--- config.mk ---
export PLATFORM = sky130hd
export DESIGN_NAME = fan_smooth
export DESIGN_NICKNAME = d
export VERILOG_FILES = /design/src/verilog/fan_pkg.sv /design/src/verilog/ramp_tick.sv /design/src/verilog/pwm_wave.sv /design/src/verilog/fan_smooth.sv
export SDC_FILE = /design/constraint.sdc
export NUM_CORES = 1
export LEC_CHECK = 0
export BUFFER_PORTS_ARGS = -buffer_cell sky130_fd_sc_hd__buf_2
export CAP_MARGIN = 30
export CORE_UTILIZATION = 55
export CTS_CLUSTER_DIAMETER = 150
export DETAILED_ROUTE_END_ITERATION = 16
export PLACE_DENSITY = 0.74
export SETUP_SLACK_MARGIN = 0.05
export SLEW_MARGIN = 40
export SYNTH_ARGS = -nofsm -noshare
export SYNTH_HDL_FRONTEND = slang
export SYNTH_SLANG_ARGS = --single-unit
--- constraint.sdc ---
create_clock -name clock -period 6.05 [get_ports clock]
set_input_delay 0.605 -clock clock [delete_from_list [all_inputs] [get_ports clock]]
set_output_delay 0.605 -clock clock [all_outputs]
set_load 0.01 [all_outputs]
--- src/verilog/fan_pkg.sv ---
// Shared constants and carrier types for the fan smoothing slice
package fan_pkg;
  // Clock rate and register word layout
  localparam int CLK_KHZ = 10000;
  localparam int ADDR_W = 8;
  localparam int DATA_W = 32;
  // Register indexes; byte address is four times the index
  localparam logic [7:0] IDX_ENH = 8'h45;
  localparam logic [7:0] IDX_FANCFG = 8'h4a;
  localparam logic [7:0] IDX_DUTY = 8'h4c;
  localparam logic [7:0] IDX_LUT_LO = 8'h50;
  localparam logic [7:0] IDX_LUT_HI = 8'h67;
  localparam int LUT_BYTES = 24;
  localparam int LUT_ENTRIES = 12;
  // Enhanced_fan_config fields
  localparam int ENH_FINE_BIT = 4;
  localparam int ENH_USF_BIT = 3;
  localparam int ENH_RATE_LSB = 1;
  localparam int ENH_SMOOTH_BIT = 0;
  localparam logic [7:0] ENH_RESET = 8'h00;
  localparam logic [7:0] ENH_RW_MASK = 8'h78;
  localparam logic [7:0] ENH_PROT_MASK = 8'h07;
  // Fan_pwm_config fields
  localparam int CFG_PROG_BIT = 5;
  localparam logic [7:0] FANCFG_RESET = 8'h20;
  localparam logic [7:0] FANCFG_RW_MASK = 8'h3f;
  // Duty values
  localparam logic [7:0] DUTY_RESET = 8'h00;
  localparam logic [7:0] DUTY_FULL = 8'hff;
  localparam logic [7:0] COARSE_MASK = 8'hf0;
  // Time per smoothing step in microseconds, then in clock cycles
  localparam int RAMP_US0 = 23000;
  localparam int RAMP_US1 = 46000;
  localparam int RAMP_US2 = 91000;
  localparam int RAMP_US3 = 182000;
  localparam int RAMP_CYC0 = RAMP_US0 * CLK_KHZ / 1000;
  localparam int RAMP_CYC1 = RAMP_US1 * CLK_KHZ / 1000;
  localparam int RAMP_CYC2 = RAMP_US2 * CLK_KHZ / 1000;
  localparam int RAMP_CYC3 = RAMP_US3 * CLK_KHZ / 1000;
  localparam int RAMP_CNT_W = 21;

  // Smoothing controls as held in the enhanced register
  typedef struct packed {
    logic [1:0] rate;
    logic enable;
  } smooth_cfg_t;

  // Limit comparison results
  typedef struct packed {
    logic above_high;
    logic above_crit;
  } limit_status_t;
endpackage

--- src/verilog/ramp_tick.sv ---
// Step period timer for duty smoothing
`timescale 1ns/1ps
module ramp_tick #(
  parameter int CYC0 = fan_pkg::RAMP_CYC0,
  parameter int CYC1 = fan_pkg::RAMP_CYC1,
  parameter int CYC2 = fan_pkg::RAMP_CYC2,
  parameter int CYC3 = fan_pkg::RAMP_CYC3
) (
  input wire logic clock,
  input wire logic nrst,
  input wire logic run,
  input wire logic [1:0] rate,
  output logic tick
);
  import fan_pkg::*;

  logic [RAMP_CNT_W-1:0] cnt_q;
  logic [RAMP_CNT_W-1:0] cnt_d;
  logic [RAMP_CNT_W-1:0] limit;

  // Counter width must hold the longest period
  if (CYC0 < 1 || CYC1 < 1 || CYC2 < 1 || CYC3 < 1 ||
      CYC3 >= (1 << RAMP_CNT_W)) begin : g_chk
    $error("ramp_tick: period out of range");
  end

  // Period per step chosen by the rate code
  assign limit = (rate == 2'b00) ? RAMP_CNT_W'(CYC0 - 1) :
                 (rate == 2'b01) ? RAMP_CNT_W'(CYC1 - 1) :
                 (rate == 2'b10) ? RAMP_CNT_W'(CYC2 - 1) :
                 RAMP_CNT_W'(CYC3 - 1);
  assign tick = run && (cnt_q >= limit);
  // Idle holds the count at zero so a new ramp waits a full period
  assign cnt_d = (!run || tick) ? '0 : cnt_q + 1'b1;

  always_ff @(posedge clock or negedge nrst) begin
    if (!nrst) begin
      cnt_q <= '0;
    end else begin
      cnt_q <= cnt_d;
    end
  end
endmodule

--- src/verilog/pwm_wave.sv ---
// Free running PWM waveform from an 8-bit duty
`timescale 1ns/1ps
module pwm_wave (
  input wire logic clock,
  input wire logic nrst,
  input wire logic [7:0] duty,
  output logic pwm_q
);
  logic [7:0] phase_q;

  // Output high while phase is below duty; 8'hff is full on
  always_ff @(posedge clock or negedge nrst) begin
    if (!nrst) begin
      phase_q <= 8'h00;
      pwm_q <= 1'b0;
    end else begin
      phase_q <= phase_q + 8'h01;
      pwm_q <= (duty == 8'hff) || (phase_q < duty);
    end
  end
endmodule

--- src/verilog/fan_smooth.sv ---
// Fan PWM configuration, lookup and smoothing with APB registers
//
// Design decision made here: the APB interface to the registers.
`timescale 1ns/1ps
//
// Contract
// - Fine 1/256 duty steps apply only with fine enable at 22.5 kHz.
// - With the format bit clear, limits compare as signed values.
// - With the format bit set, limits compare as unsigned values.
// - The rate code picks 23, 46, 91 or 182 ms per smoothing step.
// - Rate and smoothing enable are writable only while programming.
// - Smoothing off applies changes at once; on, the duty ramps.
// - Spin-up and a critical override bypass smoothing.
// - Smoothing acts only when the PWM runs at 22.5 kHz.
// - Bits 7:6 of the fan_pwm_config read as zero.
// - Not programming, duty comes from the table and is read-only.
// - Programming, writes set duty directly; it resets to 1.
module fan_smooth #(
  parameter int RAMP_CYC0 = fan_pkg::RAMP_CYC0,
  parameter int RAMP_CYC1 = fan_pkg::RAMP_CYC1,
  parameter int RAMP_CYC2 = fan_pkg::RAMP_CYC2,
  parameter int RAMP_CYC3 = fan_pkg::RAMP_CYC3
) (
  input wire logic clock,
  input wire logic nrst,
  input wire logic psel,
  input wire logic penable,
  input wire logic pwrite,
  input wire logic [11:0] paddr,
  input wire logic [fan_pkg::DATA_W-1:0] pwdata,
  input wire logic [3:0] pstrb,
  output logic [fan_pkg::DATA_W-1:0] prdata,
  output logic pready,
  output logic pslverr,
  input wire logic [10:0] remote_temp,
  input wire logic [10:0] high_limit,
  input wire logic [10:0] critical_limit,
  input wire logic critical_temp_event,
  input wire logic spinup_active,
  input wire logic freq_22k5,
  output fan_pkg::limit_status_t limit_q,
  output logic [7:0] duty_value,
  output logic pwm_out
);
  import fan_pkg::*;

  // Each step period needs at least one cycle
  if (RAMP_CYC0 < 1 || RAMP_CYC1 < 1 || RAMP_CYC2 < 1 ||
      RAMP_CYC3 < 1) begin : g_chk
    $error("fan_smooth: ramp period below one cycle");
  end

  logic [7:0] enh_q;
  logic [7:0] fancfg_q;
  logic [7:0] duty_q;
  logic [7:0] lut_q [LUT_BYTES];
  limit_status_t limit_d;
  smooth_cfg_t smooth;

  // Highest table entry whose temperature is at or below the reading
  function automatic logic [7:0] lut_lookup(
    input logic [7:0] temp,
    input logic [8*LUT_BYTES-1:0] tbl
  );
    logic [7:0] res;
    res = 8'h00;
    for (int i = 0; i < LUT_ENTRIES; i++) begin
      if (tbl[16*i +: 8] <= temp) begin
        res = tbl[16*i+8 +: 8];
      end
    end
    return res;
  endfunction

  // Limit check in either number format
  function automatic logic above(
    input logic [10:0] t,
    input logic [10:0] lim,
    input logic unsigned_fmt
  );
    above = unsigned_fmt ? (t > lim) : ($signed(t) > $signed(lim));
  endfunction

  // Bus decode; zero wait states, unmapped indexes report an error
  logic [7:0] idx;
  logic hit_enh;
  logic hit_cfg;
  logic hit_duty;
  logic hit_lut;
  logic mapped;
  logic acc;
  logic wr;
  logic prog_en;
  logic [7:0] lut_off;
  logic [7:0] wbyte;
  assign idx = paddr[9:2];
  assign hit_enh = (idx == IDX_ENH);
  assign hit_cfg = (idx == IDX_FANCFG);
  assign hit_duty = (idx == IDX_DUTY);
  assign hit_lut = (idx >= IDX_LUT_LO) && (idx <= IDX_LUT_HI);
  assign mapped = hit_enh || hit_cfg || hit_duty || hit_lut;
  assign acc = psel && penable;
  // Only byte lane 0 carries register data
  assign wr = acc && pwrite && mapped && pstrb[0];
  assign wbyte = pwdata[7:0];
  assign lut_off = idx - IDX_LUT_LO;
  assign pready = 1'b1;
  assign pslverr = acc && !mapped;
  assign prog_en = fancfg_q[CFG_PROG_BIT];

  // Fields steering the duty path
  logic fine_on;
  logic smooth_on;
  logic [7:0] lut_duty;
  logic [7:0] target;
  logic [8*LUT_BYTES-1:0] lut_flat;
  logic tick;
  // One driver for the whole struct keeps lint quiet
  assign smooth = {enh_q[ENH_RATE_LSB +: 2], enh_q[ENH_SMOOTH_BIT]};
  assign fine_on = enh_q[ENH_FINE_BIT] && freq_22k5;
  assign smooth_on = smooth.enable && freq_22k5 && !spinup_active;
  for (genvar g = 0; g < LUT_BYTES; g++) begin : g_flat
    assign lut_flat[8*g +: 8] = lut_q[g];
  end
  assign lut_duty = lut_lookup(remote_temp[10:3], lut_flat);
  assign target = critical_temp_event ? DUTY_FULL : lut_duty;

  // Read mux; reserved bits come back as zero
  logic [7:0] rbyte;
  always_comb begin
    rbyte = 8'h00;
    if (hit_enh) begin
      rbyte = enh_q;
    end else if (hit_cfg) begin
      rbyte = {2'b00, fancfg_q[5:0]};
    end else if (hit_duty) begin
      rbyte = duty_q;
    end else if (hit_lut) begin
      rbyte = lut_q[lut_off[4:0]];
    end
  end
  assign prdata = {24'h000000, rbyte};

  // Enhanced and fan_pwm_config registers
  always_ff @(posedge clock or negedge nrst) begin
    if (!nrst) begin
      enh_q <= ENH_RESET;
      fancfg_q <= FANCFG_RESET;
    end else if (wr && hit_enh) begin
      enh_q <= (wbyte & ENH_RW_MASK) |
               ((prog_en ? wbyte : enh_q) & ENH_PROT_MASK);
    end else if (wr && hit_cfg) begin
      fancfg_q <= wbyte & FANCFG_RW_MASK;
    end
  end

  // Table storage, writable only while programming
  always_ff @(posedge clock or negedge nrst) begin
    if (!nrst) begin
      for (int i = 0; i < LUT_BYTES; i++) begin
        lut_q[i] <= 8'h00;
      end
    end else if (wr && hit_lut && prog_en) begin
      lut_q[lut_off[4:0]] <= wbyte;
    end
  end

  // Step timer runs only while a smoothed move is pending
  logic ramp_run;
  assign ramp_run = smooth_on && !prog_en && !critical_temp_event &&
                    (duty_q != target);
  ramp_tick #(
    .CYC0(RAMP_CYC0),
    .CYC1(RAMP_CYC1),
    .CYC2(RAMP_CYC2),
    .CYC3(RAMP_CYC3)
  ) u_tick (
    .clock(clock),
    .nrst(nrst),
    .run(ramp_run),
    .rate(smooth.rate),
    .tick(tick)
  );

  // Next applied duty; the critical override outranks a software write
  logic [7:0] duty_d;
  always_comb begin
    duty_d = duty_q;
    if (critical_temp_event) begin
      duty_d = DUTY_FULL;
    end else if (prog_en) begin
      if (wr && hit_duty) begin
        duty_d = wbyte;
      end
    end else if (!smooth_on) begin
      duty_d = target;
    end else if (tick) begin
      duty_d = (duty_q < target) ? duty_q + 8'h01 : duty_q - 8'h01;
    end
  end

  always_ff @(posedge clock or negedge nrst) begin
    if (!nrst) begin
      duty_q <= DUTY_RESET;
    end else begin
      duty_q <= duty_d;
    end
  end

  // Coarse mode drops the low nibble: 16 steps of 6.25 percent
  logic [7:0] pwm_duty;
  assign pwm_duty = fine_on ? duty_q : (duty_q & COARSE_MASK);
  assign duty_value = duty_q;

  pwm_wave u_pwm (
    .clock(clock),
    .nrst(nrst),
    .duty(pwm_duty),
    .pwm_q(pwm_out)
  );

  // Limit comparisons, registered to keep outputs glitch free
  // signed or unsigned format, chosen by the format bit
  assign limit_d.above_high =
    above(remote_temp, high_limit, enh_q[ENH_USF_BIT]);
  assign limit_d.above_crit =
    above(remote_temp, critical_limit, enh_q[ENH_USF_BIT]);
  always_ff @(posedge clock or negedge nrst) begin
    if (!nrst) begin
      limit_q <= '0;
    end else begin
      limit_q <= limit_d;
    end
  end
endmodule

==> metrics.cfg <==
[outcome]
status=finished, final reports clean

[route]
first_pass_iters=5
wl_per_cell_um=22.92
ant_nets=0
drc=0
drtIter0Drc=1281
wl_mm=45.64
vias_per_cell=6.365
vias=12670

[cts]
clk_pin_slew_ns=0.07
insertion_delay_ns=0.57
root_buffer=clkbuf_16
htreeDepth=1
cts.sink_count=245
clockBufferDepth=3
numCtsBuffers=28
cts_tree=done
postCtsSetupRepairBufs=0

[finish]
syn2layout_area_growth_pct=12.90
multi_input_area_mm2=0.009600
drive_gt1_share_pct=31.32
num-nets-final=1838
nFillCells=2280
final_cell_mix=dfrtp_1, mux2_2, ha_1, nor2_1, nand2_1
layout_commonest_cell=dfrtp_1
seqCellArea_mm2=0.006132

[logic_synthesis]
ys_types=85
seq_area_frac_synth_pct=37.58
synthTopCellsByArea=dfrtp_1, mux2_2, ha_1
muxShareOfSynthArea_pct=21.84
yosys_warnings=0
ys_ff_latch=245
synth.largest_area_cell=dfrtp_1
synth_compound_area_share_pct=11.06
synth-edff-count=0
avgSynthCellArea_um2=11.19
yosys.area_share.simple_pct=11.07
synth-xor-area-share_pct=1.771
synthArstFlopShare_pct=100.0
synth_top_family_by_area=multiplexers
synth_ff_type=dfrtp_1
synth_top_area_share_pct=37.41
netlist_instances=1458
syn_area_mm2=0.01632
synthAdderAreaFrac_pct=12.39

[critical_path]
cp-start-kind=flip-flop
crit_type=flip-flop to flip-flop
cp.required_ns=6.52
cpMaxStageDelayCell=dfrtp_1
worstPathMaxFanout=8
critPathArrivalTime_ns=6.04
endpoint_kind=flip-flop
cp_slowest_stage_delay_ns=0.45

[global_routing]
grt_usage_pct=30.60
grt_pass1_vias=12840
antenna_found_initial=0
grt_pass1_wl_mm=72.20
grt_max_degree=146
overflow=0

[timing]
worst_pin_slew_ns=0.7489
setup_ws_ns=0.4738
fin_crit_ns=5.576
fmax_ghz=0.1793
hold-worst-slack_ns=0.4909
setup_viol=0
relSlewSlack_pct=50.07
drv_slew=0
timing.final.crit_share_pct=92.17
skew_ns=0.02962
hold_viol=0
rsz0062_at_grt=false

[floorplan]
core_area_mm2=0.02894
die_y_um=174.3
die_w_um=174.3
dieArea_mm2=0.03036
io_pins=134
num_rows=62
initial_core_util_pct=56.40

[place]
place_ws_ns=-0.01811
dpl.hpwl_mm=33.22
portBuffers=77
gp_congestion=0.9926

[pwr]
ir_drop_uv=206.8
p_leak_nw=8.874
powerDensity_mw_per_mm2=200.6

[hold_path]
worstHoldPathType=flip-flop to flip-flop

[run]
cap_viol_max_count=0

==> per-layer routing <==
metal	vias up	global-route usage (%)	wire length, µm
li1	5649	-	-
met1	6397	40.59	18890
met2	503	50.20	21430
met3	123	5.009	3370
met4	0	11.88	1953
met5	-	0	0
==> worst max-delay path: cells and delay by family, from the launching register on <==
| kind | cells | cell delay, ns |
|---|---|---|
| buffers and inverters | 3 | 0.51 |
| adder cells (fa/ha/maj) | 3 | 0.97 |
| AO/OA/AOI/OAI | 14 | 2.65 |
| flip-flops | 1 | 0.45 |
| XOR/XNOR | 1 | 0.15 |
| AND/OR/NAND/NOR | 5 | 0.75 |
==> cell type report <==
class	count	share of cell area [%]
Antenna cell	1	0.01358
Clock buffer	34	4.204
Clock inverter	14	0.6180
Inverter	66	1.345
Multi-Input combinational cell	1090	52.11
Sequential cell	245	33.28
Tap cell	384	2.608
Timing Repair Buffer	157	5.820
==> stage by stage <==
step	instances	area (µm²)	power, mW	setup TNS [ns]	util [%]
floorplan	1481	16410	1.897	0	-
global placement	1939	17440	2.039	-0.02668	60.28
detailed placement	1939	17450	2.051	-0.01811	60.29
CTS	1987	18330	3.702	0	63.36
global route	1990	18420	3.815	0	63.66
finish	1991	18420	3.696	0	63.67
==> flip-flops by register name, summed over array words and instances, names as in the netlist <==
register / cells
u_tick.cnt_q: 21
lut_flat: 192
enh_q: 7
u_pwm.pwm_q: 1
duty_value: 8
limit_q: 2
fancfg_q: 6
u_pwm.phase_q: 8
==> cells by family (layout without fill, tap and decap cells) <==
logic type               after synthesis  after routing
flip-flops                           245            245
AO/OA/AOI/OAI                        256            256
XOR/XNOR                              33             33
adder cells (fa/ha/maj)              161            161
buffers and inverters                146            271
AND/OR/NAND/NOR                      353            353
multiplexers                         262            262
other                                  2             26
==> worst paths after layout <==
| check | start | endpoint | slack, ns | cells past startpoint |
|---|---|---|---|---|
| min | u_tick.cnt_q[0] | u_tick.cnt_q[0] | 0.49 | 1 |
| min reg2reg | u_tick.cnt_q[0] | u_tick.cnt_q[0] | 0.49 | 1 |
| min in group asynchronous | nrst | u_tick.cnt_q[18] | 0.50 | 2 |
| max in group asynchronous | nrst | lut_flat[141] | 4.11 | 5 |
| max reg2reg | lut_flat[23] | duty_value[7] | 0.47 | 26 |
| max | lut_flat[23] | duty_value[7] | 0.47 | 26 |
==> where the power goes <==
group | internal [mW] | total [mW] | switching (mW) | leakage, nW
combinational | 0.148 | 0.379 | 0.231 | 5.13
sequential | 1.64 | 1.65 | 0.00881 | 3.30
clock | 0.923 | 1.66 | 0.741 | 0.438
total | 2.71 | 3.70 | 0.981 | 8.87
==> cells in the mapped netlist, types with 12 or more instances <==
cell type  instances
a21o_1            17
a21oi_1           45
a221oi_1          12
buf_2             13
buf_4             30
clkbuf_1          29
dfrtp_1          244
ha_1             160
inv_1             66
mux2_2           192
mux2i_1           14
mux4_2            56
nand2_1           78
nand3_1           37
nand4_1           25
nor2_1            82
nor2_2            24
nor2b_1           28
nor3_1            12
o21a_1            19
o21ai_0           39
o22ai_1           19
xnor2_1           19
xor2_1            14
==> repair_timing <==
item                                    CTS  global route
resized for setup                         0             4
endpoints found under the setup margin    0             2
hold buffers                              0             1
hold endpoints to repair                  0            39
(Power assumes the default switching activity.)
